**src/core/rcvcfg_consts.svh**
```systemverilog
`ifndef RCVCFG_CONSTS_SVH
`define RCVCFG_CONSTS_SVH

`define RCVCFG_ADDR_THRESHOLD 8'h37
`define RCVCFG_ADDR_CONTROL 8'h38
`define RCVCFG_ADDR_ANALOG 8'h39

`define RCVCFG_THRESHOLD_RESET 8'h00
`define RCVCFG_CONTROL_RESET 8'h00
`define RCVCFG_ANALOG_RESET 8'h00

`define RCVCFG_THRESHOLD_MASK 8'hff
`define RCVCFG_CONTROL_MASK 8'hf3
`define RCVCFG_ANALOG_MASK 8'hcf

`define RCVCFG_DEC_MIN_MSB 7
`define RCVCFG_DEC_MIN_LSB 4
`define RCVCFG_PHS_MIN_MSB 3
`define RCVCFG_PHS_MIN_LSB 0
`define RCVCFG_PIN_MODE_BIT 7
`define RCVCFG_CONV_MODE_BIT 6
`define RCVCFG_SRC_MSB 5
`define RCVCFG_SRC_LSB 4
`define RCVCFG_COLL_MSB 1
`define RCVCFG_COLL_LSB 0
`define RCVCFG_TRIM_MSB 7
`define RCVCFG_TRIM_LSB 6
`define RCVCFG_HPCF_MSB 3
`define RCVCFG_HPCF_LSB 2
`define RCVCFG_GAIN_MSB 1
`define RCVCFG_GAIN_LSB 0

`endif

```
**src/core/rcvcfg_pkg.sv**
```systemverilog
package rcvcfg_pkg;

    typedef enum logic [1:0] {
        RCVCFG_SRC_IDLE = 2'b00,
        RCVCFG_SRC_ANALOG = 2'b01,
        RCVCFG_SRC_ENVELOPE = 2'b10,
        RCVCFG_SRC_GENERIC = 2'b11
    } rcvcfg_source_type;

    typedef enum logic [1:0] {
        RCVCFG_COLL_EIGHTH = 2'b00,
        RCVCFG_COLL_QUARTER = 2'b01,
        RCVCFG_COLL_HALF = 2'b10,
        RCVCFG_COLL_OFF = 2'b11
    } rcvcfg_collision_type;

    // register-port request
    typedef struct packed {
        logic wr;
        logic rd;
        logic [7:0] addr;
        logic [7:0] wdata;
    } rcvcfg_req_type;

    // settings driven into the receive path
    typedef struct packed {
        logic [3:0] decoder_min_level;
        logic [3:0] phase_detector_min_level;
        logic quasi_differential;
        logic low_power_card_detect;
        rcvcfg_source_type processing_source_select;
        rcvcfg_collision_type collision_strength_threshold;
        logic collision_detect_enable;
        logic [1:0] midpoint_trim;
        logic [1:0] hpcf_select;
        logic [1:0] gain_select;
    } rcvcfg_settings_type;

endpackage

```
**src/core/rcvcfg_regs.sv**
```systemverilog
`timescale 1ns/1ps
`include "rcvcfg_consts.svh"

module rcvcfg_regs
    import rcvcfg_pkg::*;
(
    input wire logic clock,
    input wire logic rst_n,
    input rcvcfg_req_type req,
    output logic [7:0] rdata_ff,
    output logic rvalid_ff,
    output rcvcfg_settings_type settings_ff
);

    logic [7:0] threshold_ff;
    logic [7:0] control_ff;
    logic [7:0] analog_ff;
    logic [7:0] nxt_rdata;
    rcvcfg_settings_type nxt_settings;

    logic wr_thr;
    logic wr_ctl;
    logic wr_ana;

    assign wr_thr = req.wr && (req.addr == `RCVCFG_ADDR_THRESHOLD);
    assign wr_ctl = req.wr && (req.addr == `RCVCFG_ADDR_CONTROL);
    assign wr_ana = req.wr && (req.addr == `RCVCFG_ADDR_ANALOG);

    always_ff @(posedge clock) begin
        if (!rst_n) begin
            threshold_ff <= `RCVCFG_THRESHOLD_RESET;
        end else if (wr_thr) begin
            threshold_ff <= req.wdata & `RCVCFG_THRESHOLD_MASK;
        end
    end

    always_ff @(posedge clock) begin
        if (!rst_n) begin
            control_ff <= `RCVCFG_CONTROL_RESET;
        end else if (wr_ctl) begin
            control_ff <= req.wdata & `RCVCFG_CONTROL_MASK;
        end
    end

    // reserved bits 5:4 masked; trim stored as written
    always_ff @(posedge clock) begin
        if (!rst_n) begin
            analog_ff <= `RCVCFG_ANALOG_RESET;
        end else if (wr_ana) begin
            analog_ff <= req.wdata & `RCVCFG_ANALOG_MASK;
        end
    end

    // unmapped addresses read as zero
    always_comb begin
        unique case (req.addr)
            `RCVCFG_ADDR_THRESHOLD: nxt_rdata = threshold_ff;
            `RCVCFG_ADDR_CONTROL: nxt_rdata = control_ff;
            `RCVCFG_ADDR_ANALOG: nxt_rdata = analog_ff;
            default: nxt_rdata = 8'h00;
        endcase
    end

    always_ff @(posedge clock) begin
        if (!rst_n) begin
            rdata_ff <= 8'h00;
            rvalid_ff <= 1'b0;
        end else begin
            rvalid_ff <= req.rd;
            // read takes the old word, so wr with rd returns pre-write value
            if (req.rd) begin
                rdata_ff <= nxt_rdata;
            end
        end
    end

    // settings follow the registers one cycle later, from a flop
    always_comb begin
        nxt_settings.decoder_min_level =
            threshold_ff[`RCVCFG_DEC_MIN_MSB:`RCVCFG_DEC_MIN_LSB];
        nxt_settings.phase_detector_min_level =
            threshold_ff[`RCVCFG_PHS_MIN_MSB:`RCVCFG_PHS_MIN_LSB];
        nxt_settings.quasi_differential = control_ff[`RCVCFG_PIN_MODE_BIT];
        nxt_settings.low_power_card_detect = control_ff[`RCVCFG_CONV_MODE_BIT];
        nxt_settings.processing_source_select =
            rcvcfg_source_type'(control_ff[`RCVCFG_SRC_MSB:`RCVCFG_SRC_LSB]);
        // collision level, code 3 switches detection off
        nxt_settings.collision_strength_threshold =
            rcvcfg_collision_type'(control_ff[`RCVCFG_COLL_MSB:`RCVCFG_COLL_LSB]);
        nxt_settings.collision_detect_enable =
            control_ff[`RCVCFG_COLL_MSB:`RCVCFG_COLL_LSB] != RCVCFG_COLL_OFF;
        // passed through; only zero is meaningful
        nxt_settings.midpoint_trim = analog_ff[`RCVCFG_TRIM_MSB:`RCVCFG_TRIM_LSB];
        nxt_settings.hpcf_select = analog_ff[`RCVCFG_HPCF_MSB:`RCVCFG_HPCF_LSB];
        nxt_settings.gain_select = analog_ff[`RCVCFG_GAIN_MSB:`RCVCFG_GAIN_LSB];
    end

    always_ff @(posedge clock) begin
        if (!rst_n) begin
            settings_ff <= '0;
        end else begin
            settings_ff <= nxt_settings;
        end
    end
endmodule

```
**config.mk**
```make
export PLATFORM = sky130hd
export DESIGN_NAME = rcvcfg_regs
export DESIGN_NICKNAME = d
export VERILOG_FILES = /design/src/core/rcvcfg_pkg.sv /design/src/core/rcvcfg_regs.sv
export VERILOG_INCLUDE_DIRS = /design/src /design/src/core
export SDC_FILE = /design/constraint.sdc
export NUM_CORES = 1
export LEC_CHECK = 0
export ABC_AREA = 0
export BUFFER_PORTS_ARGS = -buffer_cell sky130_fd_sc_hd__buf_2
export CAP_MARGIN = 20
export CORE_MARGIN = 4
export CORE_UTILIZATION = 50
export DETAILED_ROUTE_END_ITERATION = 8
export PLACE_DENSITY = 0.76
export SYNTH_ARGS = -nofsm -noshare
export SYNTH_HDL_FRONTEND = slang
export SYNTH_SLANG_ARGS = --single-unit
export TNS_END_PERCENT = 20
```
**constraint.sdc**
```tcl
create_clock -name clock -period 1.28 [get_ports clock]
set_input_delay 0.256 -clock clock [delete_from_list [all_inputs] [get_ports clock]]
set_output_delay 0.256 -clock clock [all_outputs]
set_load 0.05 [all_outputs]
```
# == Word-level counts from Yosys, hierarchy flattened ==
# Cells that the tools add are included.
# totals
reg_bits,50
inputBits,20
# classes
eq_ne,4
n_mux,1
reduce_logical,3
# op_table
cell,count
$eq A8 B6 Y1 const B,3
$pmux W8 S3,1
$logic_and A1 B1 Y1,3
$ne A2 B2 Y1 const B,1

# == Longest topological paths before layout ==
# Gate-level depths: netlist of the first run.
# logic_depth
depth_word,2
depth_mapped,5
depth_no_buf,3

# == Worst setup path after synthesis of the first run ==
# OpenSTA, ideal clock, no wires.
# synth_path
kind,input port to flip-flop
startpoint,input port req[15] in the netlist's numbering
endpoint,register analog_ff[0]
arrival_time_ns,1.028
required_time_ns,1.159
slack_ns,0.130
cell_stages,4
n_path_buf,1
path_cell_list,nor4bb_1 -> buf_2 -> nand4_4 -> mux2i_1
# synth_between
elab_chain_cells,2
# synth_lines
element,line,rtl
from (decl),rcvcfg_regs.sv:9,"input rcvcfg_req_type req,"
$eq A8 B6 Y1,n/a,
$logic_and A1 B1 Y1,rcvcfg_regs.sv:27,assign wr_ana = req.wr && (req.addr == `RCVCFG_ADDR_ANALOG);
to (signal assigned),rcvcfg_regs.sv:48,analog_ff <= `RCVCFG_ANALOG_RESET;
to (signal assigned),rcvcfg_regs.sv:50,analog_ff <= req.wdata & `RCVCFG_ANALOG_MASK;
to (decl),rcvcfg_regs.sv:17,logic [7:0] analog_ff;
# No other way between the ends.
# A chain may end at the register's enable or synchronous reset.

# == Final worst setup path of the first run ==
# layout_path
startpoint,register rdata_ff[1]
endpoint,output port rdata_ff[1]
# layout_rtl
element,line,rtl
from (decl),rcvcfg_regs.sv:10,"output logic [7:0] rdata_ff,"
from (signal assigned),rcvcfg_regs.sv:72,rdata_ff <= nxt_rdata;
# No word-level cell between the ends.

==> results of run 1 <==
[layer usage]
metal	global-route usage, %	up-vias	part of all wire, %
li1	-	664	-
met1	19.6	594	43
met2	29.9	31	49
met3	5.49	9	5.8
met4	7.85	0	2.1
met5	0	-	0
[layout make-up]
cell class,count,area (sq um)
Fill cell,306,1200
Inverter,20,75.1
Multi-Input combinational cell,87,646
Sequential cell,50,1000
Timing Repair Buffer,61,343
Tap cell,46,57.6
Clock buffer,7,45.0
[power breakdown]
| part | total, mW | internal (mW) | switching, mW |
|---|---|---|---|
| sequential | 1.56 | 1.56 | 0.00111 |
| clock | 0.649 | 0.208 | 0.441 |
| combinational | 0.145 | 0.0604 | 0.0843 |
| total | 2.35 | 1.83 | 0.526 |
[cells in the final DEF (no fill, tap or decap)]
cell type,count
inv_1,20
a22oi_1,5
and2_1,2
a21boi_0,1
mux2i_1,20
a22o_1,2
a32oi_1,1
nor3b_4,1
o21ai_0,6
dfxtp_1,50
nand3_4,2
buf_4,12
and3b_2,1
clkbuf_1,2
buf_2,46
nor2b_1,1
nor4bb_1,1
a32o_1,2
nor4b_4,1
clkbuf_4,8
and4b_1,1
nand2_1,35
mux2_2,4
nand4_4,1
[state kept, by name, indices dropped and copies added, names as in the netlist]
signal        flops
settings_ff      21
rdata_ff          8
threshold_ff      8
analog_ff         6
control_ff        6
rvalid_ff         1
[kinds of logic after synthesis]
group | Yosys count | synth area share (%)
flops | 50 | 56.7
simple gates | 46 | 15.8
buf+inv | 27 | 6.73
mux | 24 | 13.9
compound gates | 17 | 6.88
[metrics by stage]
stage | std cells | total power, mW | setup WS, ns | hold slack (ns)
finish | 271 | 2.35 | 0.0384 | 0.143
global route | 271 | 2.44 | 0.00393 | 0.158
CTS | 271 | 2.38 | 0.0183 | 0.138
detailed placement | 264 | 1.74 | -0.0742 | 0.438
global placement | 264 | 1.74 | -0.0200 | 0.437
floorplan | 164 | 1.67 | 0.130 | 0.413
[worst paths after layout]
path              slack (ns)  cells after the start             to
hold / removal          0.14                      3  control_ff[5]
setup reg to reg        0.34                      3    rdata_ff[0]
setup / recovery        0.04                      1    rdata_ff[1]
hold reg to reg         0.47                      2    rdata_ff[4]
[synth_stat cells, drive strengths merged]
cell	instances	share of area (%)
dfxtp	50	57
nand2	35	7.4
inv	20	4.3
mux2i	20	11
buf	6	2.3
o21ai	6	1.7
a22oi	5	2.1
mux2	4	2.6
a22o	2	0.99
a32o	2	1.1
and2	2	0.71
nand3	2	2.0
a21boi	1	0.43
a32oi	1	0.50
and3b	1	0.57
and4b	1	0.57
clkbuf	1	0.21
nand4	1	1.2
nor2b	1	0.35
nor3b	1	1.1
nor4b	1	1.3
nor4bb	1	0.57
==> key figures, run 1 <==
STA
  • Final Max Tran Viols: 0
  • Tcrit/Tclk final: 97.0%
  • Min cycle time layout: approximately 1.2 ns
  • Final Hold Fails: 0
  • Max Freq: roughly 0.81 GHz
  • Relative slew slack: between 70% and 80%
  • Clock skew: roughly 0.012 ns
  • Setup TNS: 0 ns
  • Unrepaired setup endpoints after global routing: false
  • # setup viols final: 0
  • Slew @ Worst Pin: 0.352 ns

Drt
  • Routed vias/inst: 4.79
  • Detail Route Antenna Nets: 0
  • Remaining routing DRC violations: 0
  • WL final: between 3000 and 4000 um
  • DRT iter0 DRCs: between 80 and 90
  • DR pass1 iterations: 4
  • Routed via count: ~1300
  • Routed len/inst: roughly 13 um

Placement
  • Placed inst area: between 0.002 and 0.0025 sq mm
  • Post-DP HPWL: 2800 um
  • Port Buffers: 49
  • Final Wtd Congestion: 0.787

Final layout
  • Area delta synth->final: 22.7%
  • Share of layout cells above drive strength 1: around a third
  • Total Nets Final: between 200 and 250
  • ANT cells: 0
  • Layout Utilization: between 60% and 70%
  • Post-route cell area: between 0.002 and 0.0025 sq mm

Setup path
  • CP endpoint kind: output port
  • Critical path's top delay family: flip-flops
  • CP startpoint kind: register
  • Worst Path Required: just over 1 ns
  • Crit path largest cell delay: roughly 0.36 ns
  • Crit path kind: register to output port
  • CP startpoint: rdata_ff[1]
  • Crit path max fanout: 2
  • CP cell instances: buf_2
  • Worst EP arrival: 0.99 ns
  • R2R Path Start: control_ff[0]
  • Slowest cell on the critical path: dfxtp_1
  • Buf/Inv on CP: 1

CTS
  • Total CTS buffers: 5
  • Clock sink count: 50
  • H-tree depth: 2
  • Bufs on Longest Clock Path: 2
  • CTS tree: yes
  • Post-CTS Hold Buffers: 0
  • Setup Buffers After CTS: 0
  • CTS-repair resized insts: 0
  • Clk slew on worst S/H paths: approximately 0.13 ns
  • Clk root buf: clkbuf_4
  • Worst skew pair latency: approximately 0.36 ns

Global routing
  • All-Layer GR Usage: about 17%
  • Vias in the first global route: roughly 1300
  • Total global routing overflow: 0
  • Antenna violations before repair: 0
  • Largest net degree at the start of global routing: 18
  • First-pass GRT wire length: roughly 5700 um

Power and ir drop
  • Leakage: roughly 1.3 nW
  • PD cells: roughly 1100 mW/mm^2
  • Peak VDD IR: between 0.0009 and 0.001 V

Worst hold path
  • HP Class: primary input to register
  • Hold Path Origin: req[5]

Floorplan
  • Die height: ~67 um
  • I/O Pins: 50
  • Die width: approximately 67 um
  • Num rows: 21
  • Initial core utilization: a little over half
  • Die area: between 0.004 and 0.005 sq mm
  • Core area: around 0.0034 sq mm

Synthesis
  • Cells after Synth: 164
  • Mapped Area: 0.00177 sq mm
  • Yosys cell types: 24
  • FF+latch count, synth: 50
  • Synth Area per Inst: between 10 and 15 sq um
  • Yosys warnings: 0
  • Register area share after synthesis: approximately 57%
  • Net Count, Synth: about 180

Run status
  • Status: finished, final reports clean

Run
  • Max-cap viol count: 0
Note: power is estimated with default switching activity, not from simulation.
==> run 2, diff against run 1 <==
- REMOVE_ABC_BUFFERS: unset -> 1
==> run 2 against run 1 <==
  * Worst hold slack improved by 0.0056 ns
  * Die area unchanged
  * Register-to-register slack about the same
  * Core utilization decreased by 0.67 points
  * Via count decreased by 0.54%
  * Critical path type unchanged
  * Largest power group unchanged
==> key figures, run 2 (synthesis results as in run 1) <==
Setup path
  • Reg2reg setup slack: 0.35 ns
  • Worst setup path endpoint: rdata_ff[4]
  • Slowest cell on the critical path: dfxtp_1
  • Total stage count of the critical path: 1
  • R2r endpoint: rdata_ff[6]
  • CP startpoint kind: register
  • Worst EP arrival: 1.00 ns
  • CP cell instances: clkbuf_4
  • Crit path max fanout: 2
  • Crit path kind: register to output port
  • FF-to-FF path depth: 3
  • R2R Path Start: analog_ff[6]
  • Critical path's top delay family: flip-flops
  • CP startpoint: rdata_ff[4]
  • Buf/Inv on CP: 1
  • CP endpoint kind: output port
  • Worst Path Required: between 1 and 1.5 ns
  • Crit path largest cell delay: 0.39 ns

Floorplan
  • I/O Pins: 50
  • Die height: just under 70 um
  • Die width: 67.4 um
  • Core area: between 0.003 and 0.004 sq mm
  • Die area: around 0.0045 sq mm
  • Initial core utilization: between 50% and 60%
  • Num rows: 21

STA
  • Setup TNS: 0 ns
  • Unrepaired setup endpoints after global routing: false
  • Slew @ Worst Pin: around 0.66 ns
  • Min cycle time layout: approximately 1.3 ns
  • Worst hold slack: 0.149 ns
  • Relative slew slack: between 50% and 60%
  • Final Hold Fails: 0
  • # setup viols final: 0
  • Tcrit/Tclk final: roughly 100%
  • Clock skew: approximately 0.015 ns
  • Final Max Tran Viols: 0
  • Max Freq: between 0.7 and 0.8 GHz

Drt
  • WL final: between 3000 and 4000 um
  • DRT iter0 DRCs: roughly 110
  • Routed via count: ~1300
  • Routed vias/inst: about 4.9
  • Routed len/inst: 13.0 um
  • Detail Route Antenna Nets: 0
  • DR pass1 iterations: 4
  • Remaining routing DRC violations: 0

Global routing
  • First-pass GRT wire length: 5480 um
  • Total global routing overflow: 0
  • All-Layer GR Usage: between 10% and 20%
  • Vias in the first global route: roughly 1200
  • Largest net degree at the start of global routing: 30
  • Antenna violations before repair: 0

CTS
  • Bufs on Longest Clock Path: 2
  • Setup Buffers After CTS: 0
  • Worst skew pair latency: about 0.36 ns
  • H-tree depth: 2
  • Clk slew on worst S/H paths: ~0.14 ns
  • CTS-repair resized insts: 0
  • CTS tree: yes
  • Clk root buf: clkbuf_4
  • Total CTS buffers: 5
  • Clock sink count: 50
  • Post-CTS Hold Buffers: 0

Placement
  • Port Buffers: between 40 and 50
  • Final Wtd Congestion: around 0.77
  • Placed inst area: a little over 0.002 sq mm
  • Post-DP HPWL: about 2600 um

Power and ir drop
  • Peak VDD IR: around 0.00064 V
  • Psw: between 0.5 and 0.6 mW
  • Comb power frac: 5.5%
  • Leakage: roughly 1.2 nW
  • Total internal power: between 1.5 and 2 mW
  • Clock power frac: approximately 30%
  • PD cells: approximately 1100 mW/mm^2
  • Switching Share: between 20% and 30%
  • Part of the power in registers: between 60 and 70%

Final layout
  • Max FFs per register: 21
  • Share of layout cells above drive strength 1: about a third
  • Layout Utilization: approximately 64%
  • Top flop regs: settings_ff: 21 flops, rdata_ff: 8 flops, threshold_ff: 8 flops
  • Most frequent cells in the layout: dfxtp_1 (50), buf_2 (43), nand2_1 (35)
  • Area delta synth->final: 21.5%
  • ANT cells: 0
  • Area of the multi-input gates: 646 sq um
  • Commonest non-fill, non-tap cell in the layout: dfxtp_1
  • Flip-flop and latch area: ~0.0010 sq mm
  • Fillers: slightly above 300
  • Total Nets Final: approximately 240
  • Post-route cell area: roughly 0.0021 sq mm
  • Biggest register: settings_ff

Worst hold path
  • HP Class: primary input to register

Run
  • Max-cap viol count: 0

Run status
  • Status: finished, final reports clean
-- run 2: per-layer routing --
layer | global-route usage (%) | routed length [um] | share of wire (%) | vias up
met5 | 0 | 0 | 0 | -
li1 | - | - | - | 649
met3 | 4.33 | 173 | 5.0 | 8
met4 | 6.84 | 60 | 1.7 | 0
met1 | 21.1 | 1500 | 43 | 605
met2 | 26.1 | 1730 | 50 | 29
-- run 2: layout make-up --
| class | instances | area share [%] |
|---|---|---|
| Tap cell | 46 | 2.68 |
| Inverter | 20 | 3.50 |
| Clock buffer | 7 | 2.57 |
| Clock inverter | 1 | 0.233 |
| Timing Repair Buffer | 55 | 14.2 |
| Sequential cell | 50 | 46.7 |
| Multi-Input combinational cell | 87 | 30.1 |
-- run 2: through the flow --
| stage | setup WS (ns) | std cells | total power, mW |
|---|---|---|---|
| 4_1_cts | 0.00435 | 266 | 2.45 |
| 3_3_place_gp | -0.00978 | 258 | 1.73 |
| 3_5_place_dp | -0.0305 | 258 | 1.73 |
| 2_1_floorplan | -0.567 | 157 | 1.65 |
| 6_report | 0.0289 | 266 | 2.43 |
| 5_1_grt | 0.00276 | 266 | 2.53 |
-- run 2: how the worst min path moves through the flow --
stage	cells past startpoint	startpoint	endpoint	slack [ns]
global route	3	req[2]	analog_ff[2]	0.16
floorplan	2	rst_n	settings_ff[0]	0.37
detailed placement	2	analog_ff[1]	settings_ff[1]	0.44
global placement	2	analog_ff[1]	settings_ff[1]	0.44
finish	3	req[3]	analog_ff[3]	0.15
CTS	3	req[3]	analog_ff[3]	0.15
-- run 2: power groups by stage --
stage | logic (mW) | clock network (mW) | registers (mW)
floorplan | 0.0376 | 0 | 1.61
global placement | 0.133 | 0 | 1.60
detailed placement | 0.133 | 0 | 1.60
CTS | 0.133 | 0.755 | 1.56
global route | 0.144 | 0.818 | 1.56
finish | 0.133 | 0.732 | 1.56
==> run 3, diff against run 2 <==
- CORE_UTILIZATION: 50 -> 53
- CTS_BUF_LIST: unset -> sky130_fd_sc_hd__clkbuf_2 sky130_fd_sc_hd__clkbuf_4 sky130_fd_sc_hd__clkbuf_8
- PLACE_DENSITY: 0.76 -> 0.8
==> run 3 against run 2 <==
  * Flip-flop and latch count unchanged
  * Sequential share of layout area grew 0.082 points
  * Worst hold slack lost 0.0025 ns
  * Die area decreased by 5.0%
  * Total power rose by 0.90%
  * Fmax rose by 1.1%
  * Routed wire length up 6.0%
  * Final area down 0.18%
  * Critical path depth is the same
  * Register-to-register slack about the same
  * Clock power up 3.3%
  * Clock skew fell by 0.0083 ns
  * Critical endpoint is now rdata_ff[7]
==> key figures, run 3 (synthesis results as in run 1) <==
Floorplan
  • Die height: between 60 and 70 um
  • Die area: around 0.0043 sq mm
  • Num rows: 20
  • Initial core utilization: 56.4%
  • Core area: roughly 0.0031 sq mm
  • Die width: ~66 um
  • I/O Pins: 50

Setup path
  • Worst Path Required: between 1 and 1.5 ns
  • R2R Path Start: analog_ff[6]
  • Reg2reg setup slack: 0.34 ns
  • Crit path kind: register to output port
  • Total stage count of the critical path: 1
  • Worst setup path endpoint: rdata_ff[7]
  • CP endpoint kind: output port
  • Crit path max fanout: 2
  • CP startpoint kind: register
  • R2r endpoint: rdata_ff[6]
  • CP startpoint: rdata_ff[7]
  • Crit path largest cell delay: between 0.3 and 0.4 ns
  • Slowest cell on the critical path: dfxtp_1
  • FF-to-FF path depth: 3
  • Worst EP arrival: 0.98 ns
  • Buf/Inv on CP: 1
  • CP cell instances: buf_2
  • Critical path's top delay family: flip-flops

Power and ir drop
  • Clock power frac: 30.9%
  • Leakage: approximately 1.2 nW
  • Switching Share: approximately 22%
  • Part of the power in registers: 63.8%
  • Peak VDD IR: about 0.00084 V
  • Total internal power: around 1.9 mW
  • Psw: between 0.5 and 0.6 mW
  • Tot Pwr: ~2.4 mW
  • Comb power frac: under 10%
  • PD cells: 1140 mW/mm^2

Drt
  • DR pass1 iterations: 4
  • Routed len/inst: roughly 14 um
  • Detail Route Antenna Nets: 0
  • Routed via count: 1333
  • DRT iter0 DRCs: 59
  • Routed vias/inst: between 5 and 6
  • Remaining routing DRC violations: 0
  • WL final: approximately 3700 um

Placement
  • DP Cell Count: around 260
  • Pre-CTS setup slack: -0.0888 ns
  • Post-DP HPWL: ~2800 um
  • Final Wtd Congestion: around 0.79
  • Port Buffers: 49

CTS
  • CTS-repair resized insts: 0
  • Worst skew pair latency: 0.36 ns
  • Clk slew on worst S/H paths: about 0.13 ns
  • Bufs on Longest Clock Path: 2
  • Clk root buf: clkbuf_4
  • CTS tree: yes
  • Clock sink count: 50
  • Setup Buffers After CTS: 0
  • Post-CTS Hold Buffers: 0
  • Total CTS buffers: 5
  • H-tree depth: 2

STA
  • Final Hold Fails: 0
  • Min cycle time layout: roughly 1.2 ns
  • Slew @ Worst Pin: approximately 0.63 ns
  • Max Freq: ~0.81 GHz
  • Final WS setup: around 0.043 ns
  • Final Max Tran Viols: 0
  • Relative slew slack: around 58%
  • Tcrit/Tclk final: around 97%
  • Unrepaired setup endpoints after global routing: false
  • # setup viols final: 0
  • Setup TNS: 0 ns
  • Clock skew: approximately 0.0063 ns

Final layout
  • Finished Layout Cells: between 200 and 300
  • Top flop regs: settings_ff: 21 flops, rdata_ff: 8 flops, threshold_ff: 8 flops
  • Max FFs per register: 21
  • ANT cells: 0
  • Area delta synth->final: 21.3%
  • Commonest non-fill, non-tap cell in the layout: dfxtp_1
  • Fillers: 246
  • Biggest register: settings_ff
  • Total Nets Final: 238
  • Layout Utilization: about two thirds
  • Most frequent cells in the layout: dfxtp_1 (50), buf_2 (42), nand2_1 (35)
  • Share of layout cells above drive strength 1: between 30% and 40%

Global routing
  • Total global routing overflow: 0
  • First-pass GRT wire length: 6070 um
  • Vias in the first global route: approximately 1400
  • All-Layer GR Usage: between 10% and 20%
  • Antenna violations before repair: 0
  • Largest net degree at the start of global routing: 30

Run
  • Max-cap viol count: 0

Worst hold path
  • HP Class: primary input to register

Run status
  • Status: finished, final reports clean
==> run 3: changes by cell type in the layout (fill, tap and decap cells not counted), sizes merged <==
cell,delta
buf,-1
==> run 3: layer usage <==
layer	vias up	track usage (%)	wire, um	share of wire (%)
li1	650	-	-	-
met2	39	34.2	1940	53
met4	0	6.74	54	1.5
met1	637	20.0	1440	39
met3	7	5.81	236	6.4
met5	-	0	0	0
==> run 3: power groups by stage <==
| stage | Clock [mW] | Combinational [mW] | Sequential, mW |
|---|---|---|---|
| 2_1_floorplan | 0 | 0.0376 | 1.61 |
| 3_3_place_gp | 0 | 0.128 | 1.60 |
| 3_5_place_dp | 0 | 0.131 | 1.60 |
| 4_1_cts | 0.774 | 0.132 | 1.56 |
| 5_1_grt | 0.841 | 0.143 | 1.56 |
| 6_report | 0.756 | 0.131 | 1.56 |
==> run 3: worst min path at each step <==
| stage | startpoint | end | slack, ns | depth (start not counted) |
|---|---|---|---|---|
| CTS | req[16] | rvalid_ff | 0.13 | 2 |
| detailed placement | rdata_ff[7] | rdata_ff[7] | 0.45 | 2 |
| global placement | analog_ff[1] | settings_ff[1] | 0.43 | 2 |
| finish | req[16] | rvalid_ff | 0.15 | 2 |
| floorplan | rst_n | settings_ff[0] | 0.37 | 2 |
| global route | req[3] | analog_ff[3] | 0.15 | 3 |
==> run 3: area by class of cell <==
class	count	area, sq um	share of cell area (%)
clock buffers	7	58.8	2.75
clock inverters	1	5.00	0.234
inverters	20	75.1	3.51
multi-input cells	87	646	30.2
flip-flops and latches	50	1000	46.8
well taps	44	55.1	2.57
repair buffers	54	300	14.0
==> run 3: through the flow <==
step	hold slack, ns	cell area [sq um]
floorplan	0.372	1720
global placement	0.434	2060
detailed placement	0.448	2060
CTS	0.130	2120
global route	0.148	2140
finish	0.146	2140
